[config.mk]
export PLATFORM = sky130hd
export DESIGN_NAME = lufs_sequencer
export DESIGN_NICKNAME = d
export VERILOG_FILES = /design/src/rtl/lufs_pkg.sv /design/src/rtl/lufs_sequencer.sv /design/src/rtl/lufs_updown_cnt.sv
export SDC_FILE = /design/constraint.sdc
export NUM_CORES = 1
export LEC_CHECK = 0
export ABC_AREA = 1
export BUFFER_PORTS_ARGS = -buffer_cell sky130_fd_sc_hd__buf_2
export CORE_MARGIN = 2
export CORE_UTILIZATION = 53
export DETAILED_ROUTE_END_ITERATION = 16
export GPL_TIMING_DRIVEN = 0
export PLACE_DENSITY = 0.79
export SLEW_MARGIN = 20
export SYNTH_ARGS = -nofsm -noshare
export SYNTH_HDL_FRONTEND = slang
export SYNTH_SLANG_ARGS = --single-unit
[constraint.sdc]
create_clock -name clk_in -period 2.46 [get_ports clk_in]
set_input_delay 0.246 -clock clk_in [delete_from_list [all_inputs] [get_ports clk_in]]
set_output_delay 0.246 -clock clk_in [all_outputs]
set_load 0.02 [all_outputs]
[src/rtl/lufs_pkg.sv]
/*
 * Constants, register map and types shared by the line undervoltage and
 * thermal fault sequencer.
 * Assumes a single 50 MHz clock and a 32-bit APB register port.
 */
package lufs_pkg;

  // Clock rate and derived cycle scale
  localparam int unsigned CLK_HZ = 50_000_000;
  localparam int unsigned CYC_PER_US = CLK_HZ / 1_000_000;

  // Times in their own units, then cycle counts
  localparam int unsigned STARTUP_WINDOW_MS = 30;
  localparam int unsigned STARTUP_WINDOW_CYC =
    STARTUP_WINDOW_MS * 1000 * CYC_PER_US;
  localparam int unsigned RECOVER_DELAY_US = 250;
  localparam int unsigned RECOVER_DELAY_CYC = RECOVER_DELAY_US * CYC_PER_US;
  localparam int unsigned LOSS_DELAY_MS = 30;
  localparam int unsigned LOSS_DELAY_CYC = LOSS_DELAY_MS * 1000 * CYC_PER_US;
  localparam int unsigned RESTART_TIME_S = 2;
  localparam int unsigned RESTART_TIME_CYC = RESTART_TIME_S * CLK_HZ;
  localparam int unsigned JITTER_FREQ_HZ = 10_000;
  // Equal high and low halves; longest time, so rounds down
  localparam int unsigned JITTER_HALF_CYC = CLK_HZ / (2 * JITTER_FREQ_HZ);
  localparam int unsigned JITTER_CNT_W = 12;
  localparam int unsigned TIMER_W = 27;

  // Register byte offsets
  localparam logic [11:0] CTRL_OFS = 12'h000;
  localparam logic [11:0] STATUS_OFS = 12'h004;
  localparam logic [11:0] IRQ_STATUS_OFS = 12'h008;
  localparam logic [11:0] IRQ_MASK_OFS = 12'h00C;

  // Control fields and reset values
  localparam int unsigned CTRL_JIT_EN_BIT = 0;
  localparam int unsigned CTRL_DEPTH_LSB = 8;
  localparam logic CTRL_JIT_EN_RST = 1'b1;
  localparam logic [7:0] JITTER_DEPTH_RST = 8'h05;

  // Interrupt event bits
  localparam int unsigned IRQ_W = 5;
  localparam int unsigned IRQ_BROWNOUT = 0;
  localparam int unsigned IRQ_BROWNIN = 1;
  localparam int unsigned IRQ_THERMAL = 2;
  localparam int unsigned IRQ_RESTART = 3;
  localparam int unsigned IRQ_BYPASS = 4;
  localparam logic [IRQ_W-1:0] IRQ_RST = 5'h00;

  // Comparator levels from the analog front end
  typedef struct packed {
    logic above_disable;
    logic above_off;
    logic above_on;
    logic supply_on;
    logic supply_above_off;
    logic overtemp;
  } lufs_cmp_type;

  typedef enum logic [2:0] {
    ST_POWERUP,
    ST_WINDOW,
    ST_RUN,
    ST_LINE_OFF,
    ST_THERMAL,
    ST_WAIT_SUPPLY
  } lufs_state_type;

endpackage

[src/rtl/lufs_sequencer.sv]
/*
 * Line undervoltage and thermal fault sequencer: decides switching
 * permission, drives the sense test current, supply recycling and the
 * peak-current jitter square wave, with an APB register slave.
 * Assumes comparator levels arrive asynchronously and APB is on clk_in.
 */
// Design decisions made here: the APB interface to the registers and the placing of the registers.
//
// Function
// - While the supply charges to its on threshold, source the sense test current and watch the pin.
// - A sense level below the disable threshold then latches the line function off until power-on and starts up.
// - Otherwise start and switch for a fixed window, then keep switching only above the off threshold.
// - When disabled, resume once the level stays above the on threshold longer than the recover delay.
// - When switching, stop once the level stays below the off threshold longer than the loss delay.
// - Both delays use up/down counters so short excursions change nothing.
// - Produce a fixed-frequency square wave with equal high and low halves for current-limit jitter.
// - The jitter depth defaults to a fixed percentage of the limit amplitude.
// - Over-temperature stops switching for the restart time, then restarts when supply reaches on.
// - During the restart time recycle the supply between its thresholds and enter reduced consumption.
`timescale 1ns/1ps
module lufs_sequencer import lufs_pkg::*; #(
  parameter int unsigned STARTUP_WINDOW_CYCLES = STARTUP_WINDOW_CYC,
  parameter int unsigned RECOVER_CYCLES = RECOVER_DELAY_CYC,
  parameter int unsigned LOSS_CYCLES = LOSS_DELAY_CYC,
  parameter int unsigned RESTART_CYCLES = RESTART_TIME_CYC
) (
  input wire logic clk_in,
  input wire logic rst_n_in,
  input wire lufs_cmp_type cmp_in,
  input wire logic psel_in,
  input wire logic penable_in,
  input wire logic pwrite_in,
  input wire logic [11:0] paddr_in,
  input wire logic [31:0] pwdata_in,
  output logic [31:0] prdata_out,
  output logic pready_out,
  output logic pslverr_out,
  output logic switch_enable_out,
  output logic sense_test_current_out,
  output logic hv_source_enable_out,
  output logic fault_low_power_out,
  output logic jitter_out,
  output logic [7:0] jitter_depth_out,
  output logic irq_out
);

  lufs_cmp_type meta_r;
  lufs_cmp_type cmp_r;
  lufs_state_type state_r;
  lufs_state_type state_nxt;
  logic [TIMER_W-1:0] timer_r;
  logic bypass_r;
  logic bypass_nxt;
  logic loss_done;
  logic recover_done;
  logic [IRQ_W-1:0] event_set;
  logic [IRQ_W-1:0] irq_status_r;
  logic [IRQ_W-1:0] irq_mask_r;
  logic jit_en_r;
  logic [7:0] depth_r;
  logic [JITTER_CNT_W-1:0] jit_cnt_r;
  logic jit_wave_r;
  logic access;
  logic wr_en;
  logic [31:0] rd_data;
  logic rd_hit;
  logic hot_trip;
  logic wr_ctrl;
  logic wr_mask;
  logic wr_clear;

  function automatic logic is_switching(input lufs_state_type st);
    return (st == ST_WINDOW) || (st == ST_RUN);
  endfunction

  // Shared timer compare; len counts whole cycles in the state
  function automatic logic timer_at_end(input logic [TIMER_W-1:0] t,
                                        input int unsigned len);
    return t == TIMER_W'(len - 1);
  endfunction

  // Full 12-bit compare, so aliases above the map answer as errors
  function automatic logic is_reg(input logic [11:0] a,
                                  input logic [11:0] ofs);
    return a == ofs;
  endfunction

  // Comparator synchroniser; first stage read only by second
  always_ff @(posedge clk_in) begin
    if (!rst_n_in) begin
      meta_r <= '0;
      cmp_r <= '0;
    end else begin
      meta_r <= cmp_in;
      cmp_r <= meta_r;
    end
  end

  // Counters clear outside their own state, so each delay starts fresh
  lufs_updown_cnt #(
    .LIMIT(LOSS_CYCLES)
  ) u_loss_cnt (
    .clk_in(clk_in),
    .rst_n_in(rst_n_in),
    .clear_in(state_r != ST_RUN),
    .up_in(!cmp_r.above_off),
    .done_out(loss_done)
  );

  lufs_updown_cnt #(
    .LIMIT(RECOVER_CYCLES)
  ) u_recover_cnt (
    .clk_in(clk_in),
    .rst_n_in(rst_n_in),
    .clear_in(state_r != ST_LINE_OFF),
    .up_in(cmp_r.above_on),
    .done_out(recover_done)
  );

  // Power-up is left out: the sense check must finish before a trip
  assign hot_trip = cmp_r.overtemp && state_r != ST_POWERUP &&
    state_r != ST_THERMAL && state_r != ST_WAIT_SUPPLY;

  // Sequencing decisions
  always_comb begin
    state_nxt = state_r;
    bypass_nxt = bypass_r;
    event_set = '0;
    unique case (state_r)
      ST_POWERUP: begin
        if (cmp_r.supply_on) begin
          if (!cmp_r.above_disable) begin
            bypass_nxt = 1'b1;
            event_set[IRQ_BYPASS] = 1'b1;
            state_nxt = ST_RUN;
          end else begin
            state_nxt = ST_WINDOW;
          end
        end
      end
      ST_WINDOW: begin
        if (timer_at_end(timer_r, STARTUP_WINDOW_CYCLES)) begin
          if (cmp_r.above_off) begin
            state_nxt = ST_RUN;
          end else begin
            state_nxt = ST_LINE_OFF;
            event_set[IRQ_BROWNOUT] = 1'b1;
          end
        end
      end
      ST_RUN: begin
        if (!bypass_r && loss_done) begin
          state_nxt = ST_LINE_OFF;
          event_set[IRQ_BROWNOUT] = 1'b1;
        end
      end
      ST_LINE_OFF: begin
        if (recover_done) begin
          state_nxt = ST_RUN;
          event_set[IRQ_BROWNIN] = 1'b1;
        end
      end
      ST_THERMAL: begin
        if (timer_at_end(timer_r, RESTART_CYCLES)) begin
          state_nxt = ST_WAIT_SUPPLY;
        end
      end
      ST_WAIT_SUPPLY: begin
        if (cmp_r.supply_on) begin
          // Line qualification resumes through the loss counter
          state_nxt = ST_RUN;
          event_set[IRQ_RESTART] = 1'b1;
        end
      end
    endcase
    // Thermal trip outranks every line decision once started
    if (hot_trip) begin
      state_nxt = ST_THERMAL;
      event_set[IRQ_THERMAL] = 1'b1;
      event_set[IRQ_BROWNOUT] = 1'b0;
      event_set[IRQ_BROWNIN] = 1'b0;
    end
  end

  always_ff @(posedge clk_in) begin
    if (!rst_n_in) begin
      state_r <= ST_POWERUP;
    end else begin
      state_r <= state_nxt;
    end
  end

  // Held until the next power-on reset only
  always_ff @(posedge clk_in) begin
    if (!rst_n_in) begin
      bypass_r <= 1'b0;
    end else begin
      bypass_r <= bypass_nxt;
    end
  end

  // One shared timer; restarts on every state change
  // Longer restart times need a wider TIMER_W
  always_ff @(posedge clk_in) begin
    if (!rst_n_in || state_nxt != state_r) begin
      timer_r <= '0;
    end else if (state_r == ST_WINDOW || state_r == ST_THERMAL) begin
      timer_r <= timer_r + TIMER_W'(1);
    end
  end

  // Pin-side outputs
  always_ff @(posedge clk_in) begin
    if (!rst_n_in) begin
      switch_enable_out <= 1'b0;
      sense_test_current_out <= 1'b0;
      fault_low_power_out <= 1'b0;
    end else begin
      switch_enable_out <= is_switching(state_nxt);
      sense_test_current_out <= (state_nxt == ST_POWERUP);
      fault_low_power_out <= (state_nxt == ST_THERMAL);
    end
  end

  // Supply recycling: charge below off threshold, stop at on threshold
  // Between the two levels the source keeps its last state
  always_ff @(posedge clk_in) begin
    if (!rst_n_in) begin
      hv_source_enable_out <= 1'b0;
    end else if (state_r == ST_POWERUP) begin
      hv_source_enable_out <= !cmp_r.supply_on;
    end else if (state_r == ST_THERMAL || state_r == ST_WAIT_SUPPLY) begin
      if (cmp_r.supply_on) begin
        hv_source_enable_out <= 1'b0;
      end else if (!cmp_r.supply_above_off) begin
        hv_source_enable_out <= 1'b1;
      end
    end else begin
      hv_source_enable_out <= 1'b0;
    end
  end

  // Jitter square wave, free running
  // Free running keeps the phase when jitter is switched back on
  always_ff @(posedge clk_in) begin
    if (!rst_n_in) begin
      jit_cnt_r <= '0;
      jit_wave_r <= 1'b0;
    end else if (jit_cnt_r == JITTER_CNT_W'(JITTER_HALF_CYC - 1)) begin
      jit_cnt_r <= '0;
      jit_wave_r <= !jit_wave_r;
    end else begin
      jit_cnt_r <= jit_cnt_r + JITTER_CNT_W'(1);
    end
  end

  always_ff @(posedge clk_in) begin
    if (!rst_n_in) begin
      jitter_out <= 1'b0;
      jitter_depth_out <= 8'h00;
    end else begin
      jitter_out <= jit_en_r & jit_wave_r;
      jitter_depth_out <= jit_en_r ? depth_r : 8'h00;
    end
  end

  // APB slave: one wait state, answer registered
  assign access = psel_in && penable_in && !pready_out;
  // Writes land at the edge that completes the access
  assign wr_en = psel_in && penable_in && pready_out && pwrite_in;
  assign wr_ctrl = wr_en && is_reg(paddr_in, CTRL_OFS);
  assign wr_mask = wr_en && is_reg(paddr_in, IRQ_MASK_OFS);
  assign wr_clear = wr_en && is_reg(paddr_in, IRQ_STATUS_OFS);

  always_comb begin
    rd_data = 32'h0000_0000;
    rd_hit = 1'b1;
    unique case (paddr_in)
      CTRL_OFS: begin
        rd_data[CTRL_JIT_EN_BIT] = jit_en_r;
        rd_data[CTRL_DEPTH_LSB +: 8] = depth_r;
      end
      STATUS_OFS: begin
        // Live view, nothing latched; writes here are dropped
        rd_data[2:0] = state_r;
        rd_data[3] = bypass_r;
        rd_data[4] = switch_enable_out;
        rd_data[5] = hv_source_enable_out;
        rd_data[6] = jit_wave_r;
        rd_data[13:8] = cmp_r;
      end
      IRQ_STATUS_OFS: rd_data[IRQ_W-1:0] = irq_status_r;
      IRQ_MASK_OFS: rd_data[IRQ_W-1:0] = irq_mask_r;
      default: rd_hit = 1'b0;
    endcase
  end

  always_ff @(posedge clk_in) begin
    if (!rst_n_in) begin
      pready_out <= 1'b0;
      pslverr_out <= 1'b0;
      prdata_out <= 32'h0000_0000;
    end else begin
      // Unmapped addresses answer with an error and zero data
      pready_out <= access;
      pslverr_out <= access && !rd_hit;
      prdata_out <= (access && !pwrite_in) ? rd_data : 32'h0000_0000;
    end
  end

  always_ff @(posedge clk_in) begin
    if (!rst_n_in) begin
      jit_en_r <= CTRL_JIT_EN_RST;
      depth_r <= JITTER_DEPTH_RST;
    end else if (wr_ctrl) begin
      jit_en_r <= pwdata_in[CTRL_JIT_EN_BIT];
      depth_r <= pwdata_in[CTRL_DEPTH_LSB +: 8];
    end
  end

  always_ff @(posedge clk_in) begin
    if (!rst_n_in) begin
      irq_mask_r <= IRQ_RST;
    end else if (wr_mask) begin
      irq_mask_r <= pwdata_in[IRQ_W-1:0];
    end
  end

  // Write-one-to-clear; a new event in the same cycle wins
  always_ff @(posedge clk_in) begin
    if (!rst_n_in) begin
      irq_status_r <= IRQ_RST;
    end else if (wr_clear) begin
      irq_status_r <= (irq_status_r & ~pwdata_in[IRQ_W-1:0]) | event_set;
    end else begin
      irq_status_r <= irq_status_r | event_set;
    end
  end

  always_ff @(posedge clk_in) begin
    if (!rst_n_in) begin
      irq_out <= 1'b0;
    end else begin
      // One cycle behind the status, so the pin never glitches
      irq_out <= |(irq_status_r & irq_mask_r);
    end
  end

endmodule

[src/rtl/lufs_updown_cnt.sv]
/*
 * Saturating up/down delay counter used as a qualification filter.
 * Assumes the condition input is already synchronous to clk_in.
 */
`timescale 1ns/1ps
module lufs_updown_cnt #(
  parameter int unsigned LIMIT = 12500,
  parameter int unsigned W = $clog2(LIMIT + 1)
) (
  input wire logic clk_in,
  input wire logic rst_n_in,
  input wire logic clear_in,
  input wire logic up_in,
  output logic done_out
);

  logic [W-1:0] count_r;

  always_ff @(posedge clk_in) begin
    if (!rst_n_in || clear_in) begin
      count_r <= '0;
    end else if (up_in) begin
      if (count_r != W'(LIMIT)) begin
        count_r <= count_r + W'(1);
      end
    end else if (count_r != '0) begin
      // Short glitches are undone, not forgotten at once
      count_r <= count_r - W'(1);
    end
  end

  assign done_out = (count_r == W'(LIMIT));

endmodule

==> results of run 1 <==
critical path, delay by kind of cell, from the launching register on:
kind | cells | cell delay [ns]
buffers and inverters | 2 | 0.23
and+or+nand+nor | 5 | 0.98
AOI/OAI and AO/OA | 1 | 0.16
adders and majority gates | 1 | 0.37
DFF | 1 | 0.41
how the worst min path moves through the flow:
| stage | start | end | slack, ns | depth (start not counted) |
|---|---|---|---|---|
| after global placement | meta_r[2]$_SDFF_PN0_ | cmp_r[2]$_SDFF_PN0_ | 0.39 | 2 |
| after floorplan | cmp_in[0] | meta_r[0]$_SDFF_PN0_ | 0.34 | 2 |
| after detailed placement | meta_r[2]$_SDFF_PN0_ | cmp_r[2]$_SDFF_PN0_ | 0.40 | 2 |
| after CTS | cmp_in[5] | meta_r[5]$_SDFF_PN0_ | 0.01 | 3 |
| after global routing | cmp_in[3] | meta_r[3]$_SDFF_PN0_ | 0.02 | 3 |
| final | cmp_in[3] | meta_r[3]$_SDFF_PN0_ | 0.02 | 3 |
power by group:
part	internal (W)	total, W	leakage [nW]	switching, W
Sequential	0.00237	0.00246	1.14	0.0000900
Clock	0.00170	0.00267	0.292	0.000964
Combinational	0.000489	0.00149	2.69	0.00100
Total	0.00456	0.00662	4.12	0.00205
per-stage QoR:
step,utilization (%),setup slack [ns],hold WS [ns]
6_report,62.9,0.186,0.0199
3_5_place_dp,58.3,-0.472,0.395
2_1_floorplan,-,0.188,0.344
4_1_cts,62.7,0.0537,0.0137
3_3_place_gp,58.3,-0.449,0.394
5_1_grt,62.9,0.0140,0.0221
sequential cells by signal, indices dropped and copies added, names as in the netlist:
signal and flops:
timer_r 27, u_loss_cnt.count_r 21, prdata_out 15, u_recover_cnt.count_r 14, jit_cnt_r 12, depth_r 8, jitter_depth_out 8, cmp_r 6
meta_r 6, irq_mask_r 5, irq_status_r 5, state_r 3, bypass_r 1, fault_low_power_out 1, hv_source_enable_out 1, irq_out 1
jit_en_r 1, jit_wave_r 1, jitter_out 1, pready_out 1, pslverr_out 1, sense_test_current_out 1, switch_enable_out 1
what timing repair did:
action                                  4_1_cts  5_1_grt
endpoints found under the setup margin       12        8
buffers inserted                              1        2
cloned                                        0        0
resized for setup                             3        6
pin swaps                                     0        1
layout make-up:
cell class | count | area, sq um | area share [%]
Antenna cell | 1 | 2.50 | 0.0275
Buffer | 29 | 205 | 2.25
Clock buffer | 23 | 488 | 5.35
Clock inverter | 9 | 134 | 1.47
Inverter | 147 | 556 | 6.10
Multi-Input combinational cell | 769 | 4310 | 47.3
Sequential cell | 141 | 2830 | 31.0
Tap cell | 184 | 230 | 2.53
Timing Repair Buffer | 69 | 357 | 3.91
cell families (layout without fill, tap and decap cells):
family	after synthesis	count (layout)	synth area share (%)
flops	141	141	36.1
xor+xnor	48	48	5.38
simple gates	527	527	32.7
compound gates	142	142	10.3
fa+ha+maj	35	35	5.79
other cells	1	18	0.0480
buf+inv	176	277	9.68
layer usage:
| metal | GRT usage [%] | vias up | part of all wire, % | wire (um) |
|---|---|---|---|---|
| met3 | 4.79 | 36 | 5.0 | 913 |
| met2 | 39.9 | 184 | 48 | 8810 |
| met1 | 30.1 | 3258 | 45 | 8280 |
| met5 | 0 | - | 0 | 0 |
| met4 | 7.78 | 0 | 1.9 | 346 |
| li1 | - | 3660 | - | - |
layout by cell type, fill, tap and decap left out, types with 6 or more instances in the layout:
cell,instances
nor2_1,134
inv_2,6
a211oi_1,7
inv_1,140
nand4_1,28
buf_4,19
nand2_1,196
o21ai_0,36
ha_1,33
nand2_2,11
dfxtp_1,139
nand3b_1,6
a21oi_1,65
clkbuf_16,17
nor2_2,9
buf_2,66
xor2_1,32
nor2_4,25
nor4_1,7
nand3_2,6
xnor2_1,16
nor3_1,28
conb_1,17
clkbuf_1,12
nand3_1,61
==> metrics.md, run 1 <==
| Metric | Value |
|---|---|
| Synthesized area per cell | around 7.3 sq um |
| Die ar. | roughly 16000 sq um |
| Most common cell in the netlist | nand2_1 |
| Wire length per cell | approximately 13 um |
| Placed Instances | approximately 1300 |
| Status | completed |
| R2R Setup Slk | 0.19 ns |
| Reg clk slew, reported paths | approximately 0.06 ns |
| Power Total | ~0.0066 W |
| TritonCTS sink count | approximately 140 |
| Power per cell area | between 700 and 800 nW/um^2 |
| Max clock buf depth | 2 |
| RD Place Congestion | 0.942 |
| Final setup viols | 0 |
| Antenna violations before repair | 1 |
| Starting Density | 54.0% |
| Post-synth EDFFs | 0 |
| Fin nets | 1264 |
| Synth area leaders | dfxtp_1 (36%), nand2_1 (9.4%), inv_1 (6.8%) |
| Via/cell ratio | 5.20 |
| IO buf count | between 60 and 70 |
| Worst r2r src | cmp_r[4]$_SDFF_PN0_ |
| Largest net degree at the start of global routing | 17 |
| Layout overhead on the synthesized area | 16.5% |
| CP Launch Point | cmp_r[4]$_SDFF_PN0_ |
| Share of cells above drive strength 1 | about 16% |
| WP data required | around 2.8 ns |
| Fin cells | approximately 1400 |
| H-Tree Depth | 4 |
| Placed Instance Area | around 8400 sq um |
| Commonest cells in the netlist | nand2_1 (196), dfxtp_1 (141), inv_1 (141), nor2_1 (134), a21oi_1 (65) |
| Share of the synthesized area in the top cell type | between 30 and 40% |
| Cell mode on critical path | nand3_1 |
| CP max FO | 13 |
| Row cnt | 44 |
| Data arrival, critical path | 2.59 ns |
| Post-synthesis sequential area ratio | between 30% and 40% |
| CP endpoint kind | flop |
| Worst Setup Start Kind | flop |
| First-pass GRT wire length | slightly above 30 mm |
| Core area | around 14000 sq um |
| Post-Synthesis Cells | 1070 |
| WL final | 18.4 mm |
| Synth area leader | dfxtp_1 |
| Post-DP HPWL | approximately 13 mm |
| DRT iter0 DRCs | roughly 480 |
| Crit path capture | u_loss_cnt.count_r[17]$_SDFFE_PP0P_ |
| Worst r2r path cells | 9 |
| Maximum VDD drop | around 560 uV |
| Vias in the first global route | 6639 |
| Max Clock Skew | a little over 0.005 ns |
| Yosys cell types | 48 |
| Insertion delay to the later sink of the worst-skew pair | approximately 0.42 ns |
| Final Hold Vio Count | 0 |
| Die Width | between 100 and 150 um |
| Setup tns final | 0 ns |
| Cts bufs inserted | 17 |
| Worst Hold Class | in -> reg |
| Pins Over Slew Limit | 0 |
| Critical path's slowest cell | nor4_1 |
| Vias | a little over 7000 |
| Post-route antenna net violation count | 0 |
| GR Overflow Total | 0 |
| Seq cells post-synth | between 100 and 150 |
| Lkg Pwr | ~4 nW |
| CTS Root Cell | clkbuf_16 |
| Setup Crit Path Kind | reg -> reg |
| # fillers | about 1300 |
| Post-synth ARST share | 0% |
| DR pass1 iterations | 5 |
| DRC viols | 0 |
| Non-Filler Cell Area, Final | between 9000 and 10000 sq um |
| Top_reg_cell synth | dfxtp_1 |
| Max-slew headroom | between 40% and 50% |
| Unrepaired setup endpoints after global routing | false |
| CP max stage delay | 0.47 ns |
| Worst-margin pin slew | between 0.7 and 0.8 ns |
| R2r endpoint | u_loss_cnt.count_r[17]$_SDFFE_PP0P_ |
| Max Freq | between 400 and 500 MHz |
| CP Cell Sequence | buf_6 > ha_1 > nand2_1 > nor4_1 > nand3_1 > nand3_1 > nor2_1 > o21ai_0 > inv_1 |
| Synth Warn # | 0 |
| Num ports | slightly above 100 |
| Period minus WS final | around 2.3 ns |
| Die Ht | between 100 and 150 um |
| # hold bufs at CTS | 0 |
| Max Cap Viol | 0 |
| Tot GR Track Use | a little under a quarter |
| Mapped Area | about 7800 sq um |
| CTS tree | yes |
| Final period util | between 90 and 100% |
(Power assumes the default switching activity.)
==> run 2, diff against run 1 <==
- CORE_UTILIZATION: 53 -> 58
- PLACE_DENSITY: 0.79 -> 0.82
- clock period: 2.46 -> 2.4 ns (I/O delays scaled with it)
==> run 2 against run 1 <==
  * Global-route usage up 2.6 points
  * Non-clock buffer count up 10
  * Largest cell class unchanged
  * Count of clock-buffer cells in the layout down 5
  * Final area up 0.27%
  * Critical path type unchanged
  * Core utilization up 6.3 points
==> metrics.md, run 2 (synthesis results as in run 1) <==
| Metric | Value |
|---|---|
| CTS tree | yes (unchanged) |
| Final Hold Vio Count | 0 (unchanged) |
| Max clock buf depth | 2 (unchanged) |
| Largest net degree at the start of global routing | 17 (unchanged) |
| Row cnt | 42 (was 44) |
| Worst Setup Start Kind | flop (unchanged) |
| Largest register FFs | 27 (unchanged) |
| Max Clock Skew | 0.0112 ns (was 0.00508 ns) |
| Share of cells above drive strength 1 | 16.9% (was 16.1%) |
| Power Total | 0.00658 W (was 0.00662 W) |
| # fillers | 1089 (was 1269) |
| Pins Over Slew Limit | 0 (unchanged) |
| Tot GR Track Use | 26.2% (was 23.6%) |
| CP max FO | 10 (was 13) |
| Layout overhead on the synthesized area | 16.9% (was 16.5%) |
| Cts bufs inserted | 17 (unchanged) |
| Post-DP HPWL | 13.7 mm (was 13.4 mm) |
| Status | completed (unchanged) |
| Via/cell ratio | 5.29 (was 5.20) |
| Insertion delay to the later sink of the worst-skew pair | 0.43 ns (was 0.42 ns) |
| Period minus WS final | 2.21 ns (was 2.27 ns) |
| Data arrival, critical path | 2.51 ns (was 2.59 ns) |
| DRT iter0 DRCs | 527 (was 482) |
| Wire length per cell | 13.5 um (was 13.4 um) |
| Biggest register | timer_r (unchanged) |
| DR pass1 iterations | 5 (unchanged) |
| Num ports | 103 (unchanged) |
| Most common cell after layout, fill and taps aside | nand2_1 (unchanged) |
| H-Tree Depth | 4 (unchanged) |
| GR Overflow Total | 0 (unchanged) |
| Final period util | 92.1% (was 92.5%) |
| Lkg Pwr | 4.14 nW (was 4.12 nW) |
| Reg clk slew, reported paths | 0.07 ns (was 0.06 ns) |
| Max Cap Viol | 0 (unchanged) |
| WP data required | 2.70 ns (was 2.78 ns) |
| Die Width | 120 um (was 125 um) |
| Top flop regs | timer_r x27, u_loss_cnt.count_r x21, prdata_out x15 (unchanged) |
| Starting Density | 59.3% (was 54.0%) |
| First-pass GRT wire length | 30.4 mm (about the same) |
| Max-slew headroom | 58.3% (was 48.5%) |
| CTS Root Cell | clkbuf_16 (unchanged) |
| Die Ht | 120 um (was 125 um) |
| Unrepaired setup endpoints after global routing | false (unchanged) |
| WL final | 18.5 mm (was 18.4 mm) |
| Vias in the first global route | 6715 (was 6639) |
| CP endpoint kind | flop (unchanged) |
| Diodes inserted | 0 (was 1) |
| Setup Crit Path Kind | reg -> reg (unchanged) |
| Final setup viols | 0 (unchanged) |
| IO buf count | 66 (unchanged) |
| Fin util | 69.3% (was 62.9%) |
| Fin nets | 1274 (was 1264) |
| Most frequent cells in the layout | nand2_1 (196), inv_1 (139), dfxtp_1 (139), nor2_1 (134), buf_2 (66) (was nand2_1 (196), inv_1 (140), dfxtp_1 (139), nor2_1 (134), buf_2 (66)) |
| TritonCTS sink count | 141 (unchanged) |
| Post-route antenna net violation count | 0 (unchanged) |
| Maximum VDD drop | 644 uV (was 556 uV) |
| Max Freq | 452 MHz (was 440 MHz) |
| Antenna violations before repair | 0 (was 1) |
| Worst Hold Class | in -> reg (unchanged) |
| Die ar. | 14400 sq um (was 15700 sq um) |
| Worst-margin pin slew | 0.620 ns (was 0.767 ns) |
| Power per cell area | 720 nW/um^2 (was 726 nW/um^2) |
| RD Place Congestion | 0.949 (was 0.942) |
| DRC viols | 0 (unchanged) |
| Vias | 7268 (was 7138) |
| Core area | 13200 sq um (was 14500 sq um) |
run 2: changes by cell type in the layout (fill, tap and decap cells not counted), sizes merged:
cell / previous run / this run
clkinv: 2 / 1
inv: 146 / 154
dlygate4sd3: 0 / 4
bufinv: 3 / 0
clkbuf: 33 / 28
clkinvlp: 5 / 6
diode: 1 / 0
buf: 88 / 94
run 2: final timing paths:
kind | start | endpoint | slack, ns | depth (start not counted)
setup reg to reg | cmp_r[4]$_SDFF_PN0_ | u_loss_cnt.count_r[19]$_SDFFE_PP0P_ | 0.19 | 11
hold reg to reg | meta_r[1]$_SDFF_PN0_ | cmp_r[1]$_SDFF_PN0_ | 0.41 | 2
setup / recovery | cmp_r[4]$_SDFF_PN0_ | u_loss_cnt.count_r[19]$_SDFFE_PP0P_ | 0.19 | 11
hold / removal | cmp_in[5] | meta_r[5]$_SDFF_PN0_ | 0.03 | 3
run 2: where the power goes:
part | leakage (nW) | switching, W | internal [W]
combinational | 2.74 | 0.00104 | 0.000511
sequential | 1.14 | 0.0000934 | 0.00243
clock | 0.265 | 0.00112 | 0.00138
total | 4.14 | 0.00225 | 0.00433
run 2: per-layer routing:
metal  global-route usage, %  share of wire, %
met1                    33.8                46
met2                    43.1                46
met3                    5.04               5.9
met4                    10.1               2.4
met5                       0                 0
run 2: worst max-delay path: stages, from the launching register on:
cell     delay, ns
dfxtp_4       0.37
buf_12        0.14
buf_4         0.14
ha_1          0.35
a21oi_2       0.24
o21a_1        0.21
nand2_1       0.07
nand2_1       0.05
nand3_1       0.10
or2_2         0.29
nand3_1       0.07
nor2_1        0.04
run 2: what timing repair did:
action                                 in CTS  in global routing
pin swaps                                   0                  0
resized for setup                           4                  7
buffers inserted                            3                  6
setup endpoints to repair                  10                 11
endpoints found under the hold margin       4                  0
hold buffers                                4                  0
run 2: through the flow:
stage / cell area, sq um / hold WS (ns) / worst slack [ns] / TNS, ns / std cells
6_report: 9140 / 0.0284 / 0.189 / 0 / 1373
5_1_grt: 9140 / 0.0421 / 0.00947 / 0 / 1373
4_1_cts: 9060 / 0.0183 / 0.0131 / 0 / 1367
3_5_place_dp: 8430 / 0.395 / -0.529 / -2.93 / 1328
3_3_place_gp: 8430 / 0.393 / -0.480 / -2.44 / 1328
2_1_floorplan: 7880 / 0.338 / 0.128 / 0 / 1086
run 2: layout make-up:
class                           count  area [sq um]  area share [%]
Multi-Input combinational cell    769          4310            47.2
Sequential cell                   141          2830            30.9
Inverter                          147           559            6.12
Timing Repair Buffer               79           450            4.93
Clock buffer                       18           439            4.81
Tap cell                          176           220            2.41
Buffer                             29           205            2.25
Clock inverter                     14           123            1.34
==> run 3, diff against run 2 <==
- GPL_ROUTABILITY_DRIVEN: not set -> 1
- MAX_ROUTING_LAYER: not set -> met4
==> run 3 against run 2 <==
  * Combinational power about the same
  * Sequential power is essentially flat
  * Non-clock buffer count is 5 lower
  * Sequential cell count unchanged
==> metrics.md, run 3 (synthesis results as in run 1) <==
| Metric | Value |
|---|---|
| Status | completed (unchanged) |
| Combinational Power Share | 23.9% (was 23.6%) |
| Worst-margin pin slew | 0.680 ns (was 0.620 ns) |
| P_int | 0.00438 W (was 0.00433 W) |
| Layout overhead on the synthesized area | 15.9% (was 16.9%) |
| Share of cells above drive strength 1 | 16.7% (was 16.9%) |
| Psw | 0.00213 W (was 0.00225 W) |
| DRC viols | 0 (unchanged) |
| Maximum VDD drop | 631 uV (was 644 uV) |
| CP Cell Sequence | clkinvlp_4 > fa_2 > o21ai_2 > nand2_1 > nand2_1 > nand3_1 > nand2_2 > nand2_1 > nand2_1 > nand2_1 > nand3_1 > nor2_1 (was buf_12 > buf_4 > ha_1 > a21oi_2 > o21a_1 > nand2_1 > nand2_1 > nand3_1 > or2_2 > nand3_1 > nor2_1) |
| Die Width | 120 um (unchanged) |
| Pre-CTS setup slack | -0.528 ns (was -0.529 ns) |
| CP max stage delay | 0.48 ns (was 0.37 ns) |
| Max Freq | 440 MHz (was 452 MHz) |
| CTS Root Cell | clkbuf_16 (unchanged) |
| Row cnt | 42 (unchanged) |
| Via/cell ratio | 5.28 (was 5.29) |
| Largest register FFs | 27 (unchanged) |
| IO buf count | 66 (unchanged) |
| Final setup viols | 0 (unchanged) |
| Sequential Power Share | 38.9% (was 38.4%) |
| Max Clock Skew | 0.00648 ns (was 0.0112 ns) |
| Hold Slack | 0.00797 ns (was 0.0284 ns) |
| Post-route antenna net violation count | 0 (unchanged) |
| RD Place Congestion | 0.948 (was 0.949) |
| Pins Over Slew Limit | 0 (unchanged) |
| CP max FO | 12 (was 10) |
| Fin nets | 1269 (was 1274) |
| Die Ht | 120 um (unchanged) |
| Vias in the first global route | 6600 (was 6715) |
| # hold bufs at CTS | 0 (was 4) |
| Top flop regs | timer_r x27, u_loss_cnt.count_r x21, prdata_out x15 (unchanged) |
| WL final | 18.6 mm (was 18.5 mm) |
| Setup Crit Path Kind | reg -> reg (unchanged) |
| Switching portion of total power | 32.8% (was 34.2%) |
| GR Overflow Total | 0 (unchanged) |
| Crit path max-delay family | simple AND/OR/NAND/NOR gates (unchanged) |
| Max Cap Viol | 0 (unchanged) |
| Post-DP HPWL | 13.7 mm (about the same) |
| Cts bufs inserted | 17 (unchanged) |
| First-pass GRT wire length | 30.2 mm (was 30.4 mm) |
| H-Tree Depth | 4 (unchanged) |
| Cell mode on critical path | nand2_1 |
| Num ports | 103 (unchanged) |
| Starting Density | 59.3% (unchanged) |
| Placed Instance Area | 8430 sq um (unchanged) |
| Most frequent cells in the layout | nand2_1 (195), inv_1 (139), dfxtp_1 (139), nor2_1 (134), buf_2 (66) (was nand2_1 (196), inv_1 (139), dfxtp_1 (139), nor2_1 (134), buf_2 (66)) |
| Data arrival, critical path | 2.57 ns (was 2.51 ns) |
| Critical path's slowest cell | fa_2 (was dfxtp_4) |
| TritonCTS sink count | 141 (unchanged) |
| WP data required | 2.69 ns (was 2.70 ns) |
| Worst Hold Class | in -> reg (unchanged) |
| Largest net degree at the start of global routing | 17 (unchanged) |
| Most common cell after layout, fill and taps aside | nand2_1 (unchanged) |
| Period minus WS final | 2.27 ns (was 2.21 ns) |
| Max clock buf depth | 2 (unchanged) |
| Diodes inserted | 0 (unchanged) |
| CP endpoint kind | flop (unchanged) |
| Die ar. | 14400 sq um (unchanged) |
| Biggest register | timer_r (unchanged) |
| Final worst-path setup slack | 0.126 ns (was 0.189 ns) |
| Max-slew headroom | 54.3% (was 58.3%) |
| Final period util | 94.7% (was 92.1%) |
| Vias | 7220 (was 7268) |
| DRT iter0 DRCs | 578 (was 527) |
| Insertion delay to the later sink of the worst-skew pair | 0.42 ns (was 0.43 ns) |
| CTS tree | yes (unchanged) |
| Antenna violations before repair | 0 (unchanged) |
| Tot GR Track Use | 26.9% (was 26.2%) |
| Final Hold Vio Count | 0 (unchanged) |
| Non-Filler Cell Area, Final | 9060 sq um (was 9140 sq um) |
| Reg clk slew, reported paths | 0.06 ns (was 0.07 ns) |
| Worst Setup Start Kind | flop (unchanged) |
| Crit path buf inv count | 1 (was 2) |
| Wire length per cell | 13.6 um (was 13.5 um) |
| Clock power frac | 37.2% (was 38.0%) |
| Power per cell area | 718 nW/um^2 (was 720 nW/um^2) |
| Lkg Pwr | 4.11 nW (was 4.14 nW) |
| DR pass1 iterations | 6 (was 5) |
| Core area | 13200 sq um (unchanged) |
run 3: through the flow:
step	power, W	utilization [%]	TNS [ns]	cells
after detailed placement	0.00409	63.9	-2.81	1328
after global routing	0.00679	68.7	-0.00155	1368
after floorplan	0.00378	-	0	1086
after CTS	0.00651	68.3	0	1363
after global placement	0.00407	63.9	-2.60	1328
final	0.00651	68.7	0	1368
run 3: area by class of cell:
cell class | instances | area, sq um
buffer | 29 | 205
clock buffer | 20 | 447
clock inverter | 12 | 97.6
fill | 1088 | 4130
inverter | 147 | 559
multi-input combinational | 769 | 4310
sequential | 141 | 2830
tap | 176 | 220
timing repair buffer | 74 | 390
run 3: power groups by stage:
stage,combinational (W),sequential (W),clock [W]
after floorplan,0.00120,0.00258,0
after global placement,0.00149,0.00258,0
final,0.00156,0.00253,0.00242
after detailed placement,0.00151,0.00258,0
after global routing,0.00169,0.00254,0.00256
after CTS,0.00153,0.00253,0.00246
run 3: path summary, 6_finish.rpt:
check,start,end,slack [ns],cells after the start
max,cmp_r[4]$_SDFF_PN0_,u_loss_cnt.count_r[16]$_SDFFE_PP0P_,0.13,12
min,cmp_in[3],meta_r[3]$_SDFF_PN0_,0.008,3
max reg2reg,cmp_r[4]$_SDFF_PN0_,u_loss_cnt.count_r[16]$_SDFFE_PP0P_,0.13,12
min reg2reg,meta_r[5]$_SDFF_PN0_,cmp_r[5]$_SDFF_PN0_,0.41,2
run 3: tightest hold or removal path, stage by stage:
cell and delay, ns:
buf_2 0.08, nand2_1 0.04, inv_1 0.04
run 3: timing repair:
item,4_1_cts,5_1_grt
gates resized for setup,4,6
hold endpoints to repair,0,0
endpoints found under the setup margin,9,10
setup buffers,3,5
cloned,0,0
run 3: per-layer routing:
layer	wire length, um	part of all wire, %	global-route usage (%)	vias up
li1	-	-	-	3679
met1	8480	46	34.4	3271
met2	8590	46	42.5	233
met3	1170	6.3	4.94	37
met4	355	1.9	9.93	0
met5	0	0	-	-
